$ cat src/core/pss_pkg.sv
// shared constants, types and states of the scan-cycle sequencer
package pss_pkg;
    localparam int US_W = 24;
    localparam int WORD_W = 16;
    typedef logic [US_W-1:0] pss_us_t;
    typedef logic [WORD_W-1:0] pss_word_t;

    // time base: microsecond tick derived from the 250 MHz clock
    localparam int CLK_MHZ = 250;
    localparam int CYC_PER_US = CLK_MHZ;
    localparam logic [7:0] PRE_LAST = 8'(CYC_PER_US - 1);

    // phase budgets in microseconds, with the peripheral percentage and the link switch codes
    localparam pss_us_t IO_IN_BYTE_US = 24'd70;
    localparam pss_us_t IO_OUT_BYTE_US = 24'd40;
    localparam pss_us_t RIO_MASTER_US = 24'd1300;
    localparam pss_us_t RIO_WORD_US = 24'd200;
    localparam pss_us_t HD_INIT_US = 24'd360;
    localparam pss_us_t HOST_UNIT_US = 24'd8000;
    localparam pss_us_t PERI_SHORT_US = 24'd800;
    localparam pss_us_t PERI_LIMIT_US = 24'd13000;
    localparam logic [31:0] PERI_PCT = 32'd6;
    localparam logic [31:0] PCT_DIV = 32'd100;
    localparam pss_us_t NET_UNIT_US = 24'd1500;
    localparam pss_us_t NET_MAX_US = 24'd10000;
    localparam pss_us_t OVSEE_LARGE_US = 24'd3500;
    localparam pss_us_t OVSEE_NOCLK_US = 24'd2800;
    localparam pss_us_t OVSEE_CLK_US = 24'd3100;
    localparam pss_us_t LINK_512_US = 24'd8900;
    localparam pss_us_t LINK_256_US = 24'd5700;
    localparam pss_us_t LINK_128_US = 24'd3600;
    localparam pss_us_t LINK_64_US = 24'd2800;
    localparam logic [1:0] LINK_SW_512 = 2'h0;
    localparam logic [1:0] LINK_SW_256 = 2'h1;
    localparam logic [1:0] LINK_SW_128 = 2'h2;
    localparam pss_us_t ABS_LIMIT_US = 24'd6500000;
    localparam pss_us_t US_PER_TENTH = 24'd100;

    // running average weight: avg = (7 * avg + cur) / 8
    localparam logic [31:0] AVG_KEEP = 32'h7;
    localparam int AVG_SHIFT = 3;
    localparam logic [7:0] FATAL_CODE = 8'h9F;

    typedef enum logic [3:0] {
        ST_INIT0 = 4'h0,
        ST_INIT1 = 4'h1,
        ST_INIT2 = 4'h2,
        ST_IOREF = 4'h3,
        ST_HOST = 4'h4,
        ST_PERI = 4'h5,
        ST_NET = 4'h6,
        ST_OVSEE = 4'h7,
        ST_PROG = 4'h8,
        ST_CALC = 4'h9,
        ST_HALT = 4'hA
    } pss_state_e;
endpackage

$ cat src/core/pss_tmr_if.sv
// link between the sequencer and its phase timer
`timescale 1ns/1ns
interface pss_tmr_if;
    logic load;
    pss_pkg::pss_us_t value;
    logic tick;
    logic expired;
    modport ctl (output load, output value, output tick, input expired);
    modport tmr (input load, input value, input tick, output expired);
endinterface

$ cat src/core/pss_scan_seq.sv
// scan-cycle sequencer: phase order, budgets, cycle statistics, watchdog
`timescale 1ns/1ns
module pss_scan_seq #(
    parameter int IMG_W = 16,
    parameter int CYC_US = pss_pkg::CYC_PER_US
) (
    input wire logic clk,
    input wire logic reset,
    input wire logic ce,
    input wire logic larger_cpu,
    input wire logic clock_board,
    input wire logic periph_attached,
    input wire logic pc_link_en,
    input wire logic [1:0] link_sw,
    input wire logic [7:0] in_bytes,
    input wire logic [7:0] out_bytes,
    input wire logic [3:0] rio_masters,
    input wire logic [7:0] rio_words,
    input wire logic [3:0] hd_units,
    input wire pss_pkg::pss_us_t hd_refresh_us,
    input wire logic [3:0] host_units,
    input wire logic [3:0] net_units,
    input wire logic prog_done,
    input wire logic fixed_cycle_en,
    input wire pss_pkg::pss_us_t fixed_cycle_us,
    input wire pss_pkg::pss_us_t wd_limit_us,
    input wire logic watchdog_extend_instruction,
    input wire pss_pkg::pss_us_t wd_extend_us,
    input wire logic [IMG_W-1:0] in_pins,
    input wire logic [IMG_W-1:0] out_image,
    output pss_pkg::pss_state_e phase_q,
    output logic scanning_q,
    output logic [IMG_W-1:0] in_image_q,
    output logic [IMG_W-1:0] out_pins_q,
    output logic io_service_q,
    output logic host_service_q,
    output logic peri_service_q,
    output logic net_service_q,
    output logic prog_run_q,
    output logic wd_restart_q,
    output logic bus_check_q,
    output logic mem_check_q,
    output logic rtc_refresh_q,
    output pss_pkg::pss_word_t max_cycle_word_q,
    output pss_pkg::pss_word_t current_cycle_word_q,
    output pss_pkg::pss_us_t avg_cycle_us_q,
    output pss_pkg::pss_us_t max_cycle_us_q,
    output pss_pkg::pss_us_t min_cycle_us_q,
    output logic cycle_overrun_fatal_error_q,
    output logic [7:0] fatal_code_q
);
    import pss_pkg::*;

    pss_tmr_if tif ();

    pss_timer u_timer (
        .clk(clk),
        .reset(reset),
        .ce(ce),
        .t(tif.tmr)
    );

    logic [1:0] sw_s1_q, sw_s2_q;
    logic [IMG_W-1:0] pin_s1_q, pin_s2_q;
    logic [7:0] pre_q;
    pss_us_t now_q, cyc_start_q, ext_q, cur_us_q;
    pss_state_e state_q, state_d;
    logic start_q, stats_valid_q, scanned_q;

    // two-flop synchronisers for the switch and input pins
    always_ff @(posedge clk) begin
        if (reset) begin
            sw_s1_q <= '0;
            sw_s2_q <= '0;
            pin_s1_q <= '0;
            pin_s2_q <= '0;
        end else if (ce) begin
            sw_s1_q <= link_sw;
            sw_s2_q <= sw_s1_q;
            pin_s1_q <= in_pins;
            pin_s2_q <= pin_s1_q;
        end
    end

    // microsecond time base
    wire us_tick = (pre_q == 8'(CYC_US - 1));
    always_ff @(posedge clk) begin
        if (reset) begin
            pre_q <= '0;
            now_q <= '0;
        end else if (ce) begin
            pre_q <= us_tick ? 8'h00 : pre_q + 8'h01;
            now_q <= us_tick ? now_q + 24'h1 : now_q;
        end
    end

    // phase budgets
    wire pss_us_t link_us = (sw_s2_q == LINK_SW_512) ? LINK_512_US :
                            (sw_s2_q == LINK_SW_256) ? LINK_256_US :
                            (sw_s2_q == LINK_SW_128) ? LINK_128_US :
                            LINK_64_US;
    wire pss_us_t local_us = pss_us_t'(in_bytes) * IO_IN_BYTE_US
                           + pss_us_t'(out_bytes) * IO_OUT_BYTE_US;
    wire pss_us_t rio_us = pss_us_t'(rio_masters) * RIO_MASTER_US
                         + pss_us_t'(rio_words) * RIO_WORD_US;
    wire pss_us_t hd_us = (hd_units != 4'h0) ?
                          HD_INIT_US + hd_refresh_us : '0;
    wire pss_us_t io_us = local_us + rio_us + hd_us
                        + (pc_link_en ? link_us : '0);
    wire pss_us_t host_us = pss_us_t'(host_units) * HOST_UNIT_US;
    wire [31:0] peri_prod = 32'(cur_us_q) * PERI_PCT;
    wire pss_us_t peri_big = pss_us_t'(peri_prod / PCT_DIV);
    wire pss_us_t peri_us = !periph_attached ? '0 :
                            (cur_us_q <= PERI_LIMIT_US) ? PERI_SHORT_US :
                            peri_big;
    wire pss_us_t net_us = pss_us_t'(net_units) * NET_UNIT_US
                         + NET_MAX_US;
    wire pss_us_t ovsee_us = larger_cpu ? OVSEE_LARGE_US :
                             clock_board ? OVSEE_CLK_US :
                             OVSEE_NOCLK_US;
    wire pss_us_t phase_us = (state_q == ST_IOREF) ? io_us :
                             (state_q == ST_HOST) ? host_us :
                             (state_q == ST_PERI) ? peri_us :
                             (state_q == ST_NET) ? net_us :
                             (state_q == ST_OVSEE) ? ovsee_us : '0;

    assign tif.load = start_q;
    assign tif.value = phase_us;
    assign tif.tick = us_tick;

    // watchdog: cycle elapsed time against the set value plus extensions
    wire pss_us_t elapsed = now_q - cyc_start_q;
    wire pss_us_t wd_lim = wd_limit_us + ext_q;
    wire in_scan = (state_q != ST_HALT) && (state_q != ST_INIT0)
                && (state_q != ST_INIT1) && (state_q != ST_INIT2);
    wire overrun = in_scan && (elapsed > wd_lim
                || elapsed > ABS_LIMIT_US);
    wire fixed_ok = !fixed_cycle_en || elapsed >= fixed_cycle_us;
    wire phase_end = !start_q && tif.expired;

    always_comb begin
        state_d = state_q;
        unique case (state_q)
            ST_INIT0: state_d = ST_INIT1;
            ST_INIT1: state_d = ST_INIT2;
            ST_INIT2: state_d = ST_IOREF;
            ST_IOREF: if (phase_end) state_d = ST_HOST;
            ST_HOST: if (phase_end) state_d = ST_PERI;
            ST_PERI: if (phase_end) begin
                state_d = larger_cpu ? ST_NET : ST_OVSEE;
            end
            ST_NET: if (phase_end) state_d = ST_OVSEE;
            ST_OVSEE: if (phase_end) state_d = ST_PROG;
            ST_PROG: if (!start_q && prog_done) state_d = ST_CALC;
            ST_CALC: if (!start_q && fixed_ok) state_d = ST_IOREF;
            ST_HALT: state_d = ST_HALT;
            default: state_d = ST_HALT;
        endcase
        if (overrun) begin
            state_d = ST_HALT;
        end
    end

    wire calc_done = (state_q == ST_CALC) && (state_d == ST_IOREF);
    wire boundary = calc_done
                 || (state_q == ST_INIT2 && state_d == ST_IOREF);
    wire enter_ovsee = (state_d == ST_OVSEE) && (state_q != ST_OVSEE);
    wire enter_io = (state_d == ST_IOREF) && (state_q != ST_IOREF);
    wire pss_us_t ext_base = boundary ? '0 : ext_q;
    wire pss_us_t cur_max = max_cycle_us_q;
    wire pss_us_t max_n = (!stats_valid_q || elapsed > cur_max) ?
                          elapsed : cur_max;
    wire pss_us_t min_n = (!stats_valid_q || elapsed < min_cycle_us_q) ?
                          elapsed : min_cycle_us_q;
    wire [31:0] avg_sum = 32'(avg_cycle_us_q) * AVG_KEEP + 32'(elapsed);
    wire pss_us_t avg_n = stats_valid_q ?
                          pss_us_t'(avg_sum >> AVG_SHIFT) : elapsed;

    always_ff @(posedge clk) begin
        if (reset) begin
            state_q <= ST_INIT0;
            start_q <= 1'b0;
            scanned_q <= 1'b0;
            cyc_start_q <= '0;
            ext_q <= '0;
        end else if (ce) begin
            state_q <= state_d;
            start_q <= (state_d != state_q);
            scanned_q <= scanned_q || (state_d == ST_IOREF);
            if (boundary) begin
                cyc_start_q <= now_q;
            end
            ext_q <= watchdog_extend_instruction ?
                     ext_base + wd_extend_us : ext_base;
        end
    end

    // cycle statistics, updated once per cycle at the calc boundary
    always_ff @(posedge clk) begin
        if (reset) begin
            stats_valid_q <= 1'b0;
            cur_us_q <= '0;
            avg_cycle_us_q <= '0;
            max_cycle_us_q <= '0;
            min_cycle_us_q <= '0;
            max_cycle_word_q <= '0;
            current_cycle_word_q <= '0;
        end else if (ce && calc_done) begin
            stats_valid_q <= 1'b1;
            cur_us_q <= elapsed;
            avg_cycle_us_q <= avg_n;
            max_cycle_us_q <= max_n;
            min_cycle_us_q <= min_n;
            max_cycle_word_q <= WORD_W'(max_n / US_PER_TENTH);
            current_cycle_word_q <= WORD_W'(elapsed / US_PER_TENTH);
        end
    end

    // phase outputs and io images
    always_ff @(posedge clk) begin
        if (reset) begin
            phase_q <= ST_INIT0;
            scanning_q <= 1'b0;
            in_image_q <= '0;
            out_pins_q <= '0;
            io_service_q <= 1'b0;
            host_service_q <= 1'b0;
            peri_service_q <= 1'b0;
            net_service_q <= 1'b0;
            prog_run_q <= 1'b0;
            wd_restart_q <= 1'b0;
            bus_check_q <= 1'b0;
            mem_check_q <= 1'b0;
            rtc_refresh_q <= 1'b0;
            cycle_overrun_fatal_error_q <= 1'b0;
            fatal_code_q <= '0;
        end else if (ce) begin
            phase_q <= state_d;
            scanning_q <= (state_d != ST_HALT) && scanned_q;
            if (enter_io) begin
                in_image_q <= pin_s2_q;
                out_pins_q <= out_image;
            end
            io_service_q <= (state_d == ST_IOREF);
            host_service_q <= (state_d == ST_HOST);
            peri_service_q <= (state_d == ST_PERI);
            net_service_q <= (state_d == ST_NET);
            prog_run_q <= (state_d == ST_PROG);
            wd_restart_q <= enter_ovsee
                         || (calc_done && fixed_cycle_en);
            bus_check_q <= enter_ovsee;
            mem_check_q <= enter_ovsee;
            rtc_refresh_q <= enter_ovsee;
            if (overrun) begin
                cycle_overrun_fatal_error_q <= 1'b1;
                fatal_code_q <= FATAL_CODE;
            end
        end
    end
endmodule // pss_scan_seq

$ cat src/core/pss_timer.sv
// microsecond down-counter that times one phase
`timescale 1ns/1ns
module pss_timer (
    input wire logic clk,
    input wire logic reset,
    input wire logic ce,
    pss_tmr_if.tmr t
);
    import pss_pkg::*;

    pss_us_t cnt_q;

    always_ff @(posedge clk) begin
        if (reset) begin
            cnt_q <= '0;
        end else if (ce) begin
            if (t.load) begin
                cnt_q <= t.value;
            end else if (t.tick && cnt_q != '0) begin
                cnt_q <= cnt_q - 24'h1;
            end
        end
    end

    assign t.expired = (cnt_q == '0);
endmodule // pss_timer

$ cat config.mk
export PLATFORM = sky130hd
export DESIGN_NAME = pss_scan_seq
export DESIGN_NICKNAME = d
export VERILOG_FILES = /design/src/core/pss_pkg.sv /design/src/core/pss_tmr_if.sv /design/src/core/pss_scan_seq.sv /design/src/core/pss_timer.sv
export SDC_FILE = /design/constraint.sdc
export NUM_CORES = 2
export LEC_CHECK = 0
export BUFFER_PORTS_ARGS = -buffer_cell sky130_fd_sc_hd__clkbuf_2
export CELL_PAD_IN_SITES_DETAIL_PLACEMENT = 0
export CELL_PAD_IN_SITES_GLOBAL_PLACEMENT = 2
export CORE_ASPECT_RATIO = 1.4
export CORE_MARGIN = 2
export CORE_UTILIZATION = 40
export DETAILED_ROUTE_END_ITERATION = 10
export GPL_ROUTABILITY_DRIVEN = 0
export PLACE_DENSITY_LB_ADDON = 0.1
export SLEW_MARGIN = 25
export SYNTH_ARGS = -nofsm -noshare
export SYNTH_HDL_FRONTEND = slang
export SYNTH_SLANG_ARGS = --single-unit
$ cat constraint.sdc
create_clock -name clk -period 32.2 [get_ports clk]
set_input_delay 8.05 -clock clk [delete_from_list [all_inputs] [get_ports clk]]
set_output_delay 8.05 -clock clk [all_outputs]
set_load 0.02 [all_outputs]
Yosys cells after proc, flatten, opt, wreduce, memory -nomap -nowiden
Cells that the tools add are included.
{ "op_classes": {"n_reduce_logical": 38, "order_cmp": 6, "add_sub_neg": 14, "n_div": 3, "mux": 31, "n_mul": 8, "eq_ne": 25} }
{ "ops": {"columns": ["cell", "count"], "rows": [
  ["24-bit 2-to-1 mux", 12],
  ["24-bit adder", 2],
  ["24-bit by 7-bit divider with 24-bit output (second input constant)", 2],
  ["24-bit > comparator", 2],
  ["4-bit case mux with 10 select lines", 1],
  ["11-bit 2-to-1 mux", 3],
  ["27-bit by 7-bit divider with 32-bit output (second input constant)", 1],
  ["4-bit by 3-bit == test with 1-bit output (second input constant)", 8],
  ["4-bit 2-to-1 mux", 8],
  ["14-bit 2-to-1 mux", 2],
  ["27-bit by 24-bit adder with 27-bit output", 1],
  ["24-bit by 3-bit multiplier with 27-bit output (second input constant)", 1],
  ["24-bit by 2-bit multiplier with 26-bit output (second input constant)", 1],
  ["4-bit by 9-bit multiplier with 13-bit output (second input constant)", 2],
  ["18-bit by 24-bit adder with 24-bit output", 1],
  ["24-bit by 1-bit adder with 24-bit output (second input constant)", 1],
  ["24-bit by 14-bit adder with 24-bit output", 1],
  ["9-bit by 24-bit adder with 24-bit output (first input constant)", 1],
  ["24-bit >= comparator", 1],
  ["24-bit by 23-bit > comparator with 1-bit output (second input constant)", 1],
  ["24-bit by 14-bit less-or-equal comparator with 1-bit output (second input constant)", 1],
  ["24-bit zero test", 1],
  ["24-bit < comparator", 1],
  ["24-bit nonzero test", 1],
  ["35 further kinds", 69]
]} }
{ "totals": {"out_inout_bits": 159, "wordCells": 156, "ff_bits": 317, "input_bits": 180} }

Depth between registers and ports, before layout
{ "depth": {"depth_word": 13, "depth_mapped": 93, "ltp_nobuf": 83} }

By module
Synthesis repeated with hierarchy kept, for this count alone.
{ "hier_totals": {"hier_cells": 6327, "hier_area_um2": 46106.7} }
{ "modules_own_cells": {"columns": ["mod", "seq_area_each_um2", "cells_each", "n_inst", "area_per_inst_um2"], "rows": [
  ["pss_scan_seq", 5845.6, 6094, 1, 44332.5],
  ["pss_timer", 480.5, 233, 1, 1774.2]
]} }

Worst setup path before layout
No wires, ideal clock.
{ "synth_timing": {"path_type": "flip-flop to flip-flop", "start": "reg cur_us_q[1]", "end": "reg u_timer.cnt_q[0]", "slack_ps": 10898, "n_path_buf": 10, "stages_incl_launch_ff": 81, "t_required_ps": 32060, "setup_ps": 140, "t_arrival_ps": 21163, "period_less_slack_ps": 21302, "path_cell_list": "dfxtp_1 ha_1 fa_1 xnor2_1 nor2_2 nand2_1 nor3_1 nand4_1 or4_1 nor4_4 xnor2_2 o211a_2 o2111ai_4 a211oi_2 xor2_2 a31oi_4 o211ai_1 a21o_1 [... 45 more ...] nor2_1 mux2_2 nor4_4 o21ai_1 a311oi_4 o211ai_2 or4b_1 o221a_2 nor4_4 o21ai_2 mux2i_1 or2_1 a2111oi_2 and2_1 buf_4 a221oi_2 o22ai_1 a41oi_1"} }
{ "synth_between": {"elab_chain_len": 8, "elab_cells_between_ends": 9, "classes_between": "mul: 1; div: 1; order compare: 1; mux: 6"} }
{ "synth_lines": {"columns": ["item", "line_no", "text"], "rows": [
  ["from (decl)", "pss_scan_seq.sv:66", "pss_us_t now_q, cyc_start_q, ext_q, cur_us_q;"],
  ["from (signal assigned)", "pss_scan_seq.sv:210", "cur_us_q <= elapsed;"],
  ["24-bit by 2-bit multiplier with 26-bit output", "pss_scan_seq.sv:111", "wire [31:0] peri_prod = 32'(cur_us_q) * PERI_PCT;"],
  ["27-bit by 7-bit divider with 32-bit output", "pss_scan_seq.sv:112", "wire pss_us_t peri_big = pss_us_t'(peri_prod / PCT_DIV);"],
  ["24-bit 2-to-1 mux *", "pss_scan_seq.sv:114", "(cur_us_q <= PERI_LIMIT_US) ? PERI_SHORT_US :"],
  ["24-bit 2-to-1 mux *", "pss_scan_seq.sv:113", "wire pss_us_t peri_us = !periph_attached ? '0 :"],
  ["24-bit 2-to-1 mux *", "pss_scan_seq.sv:123", "(state_q == ST_PERI) ? peri_us :"],
  ["24-bit 2-to-1 mux *", "pss_scan_seq.sv:122", "(state_q == ST_HOST) ? host_us :"],
  ["24-bit 2-to-1 mux *", "pss_scan_seq.sv:121", "wire pss_us_t phase_us = (state_q == ST_IOREF) ? io_us :"],
  ["24-bit 2-to-1 mux *", "pss_timer.sv:17", "if (t.load) begin"],
  ["to (signal assigned)", "pss_timer.sv:18", "cnt_q <= t.value;"],
  ["to (signal assigned)", "pss_timer.sv:20", "cnt_q <= cnt_q - 24'h1;"],
  ["to (decl)", "pss_timer.sv:11", "pss_us_t cnt_q;"]
]} }
Mark *: on every way between the ends. The rest lies on a longest branch, timed or not.
A chain may end at the register's enable or synchronous reset.

Final worst setup path
{ "layout_timing": {"start": "reg cur_us_q[0]", "end": "reg u_timer.cnt_q[0]"} }
The elaborated chain is that of the path after synthesis.

==> results by stage <==
Floorplan:
- The number of top-level pins is 339.
- From bottom edge to top edge, the die measures 411 um.
- The die width is 295 um.
- For this configuration, the core starts out at a cell density of 40.2%.
- The floorplan has 149 rows.
- The die area is 121000 um^2.
- The core region is 118000 um^2.

Setup path:
- The type of origin of the critical path is a flop.
- Data on the critical path is required at its endpoint by 32650 ps.
- For this run, the slowest stage of the critical path takes 820 ps.
- The critical path's slowest cell is sky130_fd_sc_hd__o22ai_1.
- The gate family responsible for the most delay along the worst path is compound AO/OA/AOI/OAI gates.
- The setup path with the least slack is of type flop to flop.
- Along the worst path, the maximum fanout reaches 21.
- The worst path buffer plus inverter count is 1.
- The capturing element type of the critical path is a flop.
- The endpoint arrival time on the critical path is 29430 ps.

Synth:
- The fraction of registers with async set or reset after synthesis is 0%.
- In this run the cell area of the synthesized design comes to 47300 um^2.
- The gate count after technology mapping is 6451.
- Counting distinct cell types in the post-synthesis netlist gives 165.
- After synthesis, flip-flops and latches occupy 13.4% of the total area.
- During synthesis, Yosys emitted a total of 0 warnings.
- The most used flip-flop cell after synthesis is sky130_fd_sc_hd__dfxtp_1.
- Yosys mapped a number of flops with a built-in enable equal to 0.
- The post-synthesis sequential element count is 316.
- After synthesis, the mean cell area works out to 7.33 um^2.

Route:
- After detailed routing, the number of remaining DRC violations is 0.
- Dividing the detail-routed via count by the number of cells gives 6.04.
- For this run, the detailed router's first-pass iteration total came to 6.
- The detailed router placed 49800 vias in this run.
- The detailed router finished its first iteration with 3078 violations.
- The total detailed-routing wirelength is 195000 um.
- The count of antenna-violating nets left after detailed routing is 0.
- Dividing the detail-routed wire length by the instance count gives 23.6 um.

Timing:
- The final count of negative-setup-slack endpoints is 0.
- The clock period minus final worst setup slack is 28990 ps.
- The worst pin sits at a relative slew slack of 27.4%.
- Setup total negative slack on the finished layout was measured at 0 ps.
- At the pin with the least slew margin, the transition time is 1090 ps.
- The max-slew violation total from the final report is 0.
- The post-route worst hold slack is 450 ps.
- The number of hold-slack violations in the final timing report is 0.
- Between clock sinks in the finished design, the worst skew comes to 37.4 ps.
- Setup repair after global routing left no endpoint under its margin.
- Dividing the final minimum period by the clock period gives 90.0%.
- Derived from the worst setup path, the maximum achievable clock frequency is 0.0345 GHz.

Clock tree:
- The H-tree was split into 2 levels.
- The tree built by TritonCTS fans out to 316 sinks.
- The hold buffer count at CTS is 0.
- After clock tree synthesis, the clock-pin slew on the worst setup and hold paths is 60 ps.
- No sink is reached through more buffers than the 3 on the longest clock path.
- The clock tree from TritonCTS is yes.
- The insertion delay to the later sink of the worst-skew pair is 610 ps.
- In this run the post-CTS setup repair buffer count came out at 0.
- The cell sitting at the root of the clock tree is a sky130_fd_sc_hd__clkbuf_16.
- The post-cts resize count is 0.
- The number of buffers created by CTS is 38.

Power and ir drop:
- Power spread over the standard cell area amounts to 30.7 nW/um^2.
- The combinational share of power is 44.8%.
- In this run switching power makes up 39.4% of total power.
- Summed over all cells, the static leakage comes to 22.0 nW.
- IR analysis of the VDD net gives a maximum drop of 54.0 uV.
- The net switching power figure is 0.626 mW.
- The sequential power share is 26.4%.
- The share of total power in the clock network is 28.7%.
- The internal power of the cells is 0.964 mW.
- The total design power is 1.59 mW.

Run status:
- The flow ran to the end, and the final reports show no timing, DRC or antenna violations.

Final layout:
- At the end of the flow, the number of nets in the layout was 7304.
- The sequential cell area is 6330 um^2.
- The area growth from synthesis to layout is 9.44%.
- Counting the fill cells in the layout gives 12500.
- Cells fill 44.0% of the core in the end.
- The ratio of cells with drive above 1 in the final layout is 11.5%.
- The multi-input combinational cell area is 38000 um^2.

Global routing:
- In the global route stage, overall resource usage came out at 31.2%.
- After global routing the overflow that remains totals 0.
- The number of global-route vias before repair is 48200.
- The first global-routing pass estimated 292000 um of wire.
- The number of antenna violations at the first check in global routing is 23.
- The maximum number of pins on one net before global-route repair is 118.

Placed design:
- Port buffering added 336 buffers.
- Detailed placement finished with a half-perimeter wire length of 153000 um.

Min path:
- The path class of the tightest hold or removal check is flop to flop.

Flow run:
- Across the run, the number of max-cap violations was 0.
## power groups by stage
stage	registers (mW)	clock network (mW)	logic (mW)
6_report	0.420	0.457	0.713
2_1_floorplan	0.428	0	0.532
3_5_place_dp	0.429	0	0.717
4_1_cts	0.420	0.471	0.722
3_3_place_gp	0.429	0	0.715
5_1_grt	0.423	0.484	0.807
## synthesized netlist by cell type (64+ instances only)
library cell	instances	area, um^2
sky130_fd_sc_hd__o21ai_0	254	1270
sky130_fd_sc_hd__xnor2_1	294	2570
sky130_fd_sc_hd__a21oi_1	514	2570
sky130_fd_sc_hd__ha_1	369	4620
sky130_fd_sc_hd__a21o_1	111	833
sky130_fd_sc_hd__nor2b_1	87	544
sky130_fd_sc_hd__and2_1	74	463
sky130_fd_sc_hd__a211oi_1	121	908
sky130_fd_sc_hd__nand2_1	595	2230
sky130_fd_sc_hd__inv_1	459	1720
sky130_fd_sc_hd__clkbuf_1	172	646
sky130_fd_sc_hd__nand4_1	80	500
sky130_fd_sc_hd__fa_1	116	2320
sky130_fd_sc_hd__nor2_1	680	2550
sky130_fd_sc_hd__a31oi_1	71	444
sky130_fd_sc_hd__mux2i_1	105	1050
sky130_fd_sc_hd__nor4_1	66	413
sky130_fd_sc_hd__nand3_1	170	851
sky130_fd_sc_hd__xor2_1	138	1210
sky130_fd_sc_hd__o211ai_1	76	571
sky130_fd_sc_hd__nand2b_1	64	400
sky130_fd_sc_hd__nor3_1	209	1050
sky130_fd_sc_hd__dfxtp_1	316	6330
## layout by cell type (no fill, tap or decap), types with 22 or more instances in the layout
cell / count
sky130_fd_sc_hd__a21boi_0: 22
sky130_fd_sc_hd__nor3_1: 206
sky130_fd_sc_hd__a21o_1: 111
sky130_fd_sc_hd__xor2_1: 136
sky130_fd_sc_hd__nand4_1: 80
sky130_fd_sc_hd__and3_1: 55
sky130_fd_sc_hd__fa_1: 116
sky130_fd_sc_hd__a211oi_1: 121
sky130_fd_sc_hd__and2_1: 73
sky130_fd_sc_hd__nor2b_1: 86
sky130_fd_sc_hd__a211o_1: 23
sky130_fd_sc_hd__nor4_1: 62
sky130_fd_sc_hd__a221oi_1: 37
sky130_fd_sc_hd__mux2_2: 26
sky130_fd_sc_hd__o21a_1: 45
sky130_fd_sc_hd__or3_1: 62
sky130_fd_sc_hd__buf_4: 97
sky130_fd_sc_hd__ha_1: 369
sky130_fd_sc_hd__clkbuf_16: 38
sky130_fd_sc_hd__a22oi_1: 33
sky130_fd_sc_hd__nand2b_1: 64
sky130_fd_sc_hd__a21oi_1: 514
sky130_fd_sc_hd__dfxtp_1: 315
sky130_fd_sc_hd__mux2i_1: 104
sky130_fd_sc_hd__a31oi_1: 71
sky130_fd_sc_hd__o21bai_1: 60
sky130_fd_sc_hd__o21ai_0: 254
sky130_fd_sc_hd__o22ai_1: 49
sky130_fd_sc_hd__o211ai_1: 76
sky130_fd_sc_hd__nand2_1: 594
sky130_fd_sc_hd__or2_2: 35
sky130_fd_sc_hd__o2111ai_1: 28
sky130_fd_sc_hd__o21ai_1: 42
sky130_fd_sc_hd__nor2_1: 677
sky130_fd_sc_hd__clkbuf_2: 334
sky130_fd_sc_hd__o31ai_1: 50
sky130_fd_sc_hd__nand3_1: 169
sky130_fd_sc_hd__xnor2_1: 289
sky130_fd_sc_hd__inv_1: 459
## worst reg2reg max path: cells and delay by family, from the launching register on
kind / cells / cell delay [ps]
xor+xnor: 2 / 1040
compound gates: 38 / 14220
buf+inv: 1 / 260
fa+ha+maj: 2 / 710
flops: 1 / 370
simple gates: 23 / 9600
mux: 6 / 2680
## final cells by class
cell class / count / area share (%)
multi-input cells: 5379 / 73.3
repair buffers: 433 / 4.67
flip-flops and latches: 316 / 12.2
well taps: 1585 / 3.83
inverters: 471 / 3.42
clock buffers: 49 / 2.07
diodes: 9 / 0.0435
clock inverters: 17 / 0.404
## routing by layer
layer  part of all wire, %  vias to the layer above  track usage (%)
met3                   5.8                      637             6.32
met2                    49                     1605             55.3
met5                  0.10                        -                0
met4                   7.3                       30             20.1
met1                    37                    23700             33.6
li1                      -                    23900                -
## path summary, 6_finish.rpt
kind / startpoint / endpoint / slack [ps] / depth (start not counted)
max: cur_us_q[0]$_SDFFE_PP0P_ / u_timer.cnt_q[0]$_SDFFE_PP0P_ / 3210 / 72
min: max_cycle_word_q[0]$_SDFFE_PP0P_ / max_cycle_word_q[0]$_SDFFE_PP0P_ / 450 / 2
max reg2reg: cur_us_q[0]$_SDFFE_PP0P_ / u_timer.cnt_q[0]$_SDFFE_PP0P_ / 3210 / 72
min reg2reg: max_cycle_word_q[0]$_SDFFE_PP0P_ / max_cycle_word_q[0]$_SDFFE_PP0P_ / 450 / 2
## registers in the layout (all words and copies together) (netlist names), 2 cells and up
register and cells:
avg_cycle_us_q 24, cur_us_q 24, current_cycle_word_q 16, cyc_start_q 24, ext_q 24, in_image_q 16, max_cycle_us_q 24, max_cycle_word_q 16
min_cycle_us_q 24, now_q 24, out_pins_q 16, phase_q 4, pin_s1_q 16, pin_s2_q 16, pre_q 8, sw_s1_q 2
sw_s2_q 2, u_timer.cnt_q 24
## cells by family (layout without fill, tap and decap cells)
group	Yosys count	after routing	share of synthesized area (%)
simple gates	2361	2361	24.6
xor+xnor	443	443	8.39
mux	138	138	3.08
compound gates	1936	1936	28.8
flops	316	316	13.4
buf+inv	757	970	6.81
other cells	1	11	0.00793
fa+ha+maj	499	499	15.0
## metrics by stage
| stage | cells | setup WS (ps) | instance area (um^2) |
|---|---|---|---|
| 5_1_grt | 8255 | 1280 | 51800 |
| 6_report | 8259 | 3210 | 51800 |
| 4_1_cts | 8250 | 3940 | 51700 |
| 2_1_floorplan | 6452 | 10900 | 47300 |
| 3_3_place_gp | 8184 | 4150 | 50400 |
| 3_5_place_dp | 8184 | 4010 | 50400 |
No activity file was read; power rests on OpenSTA's default activity.
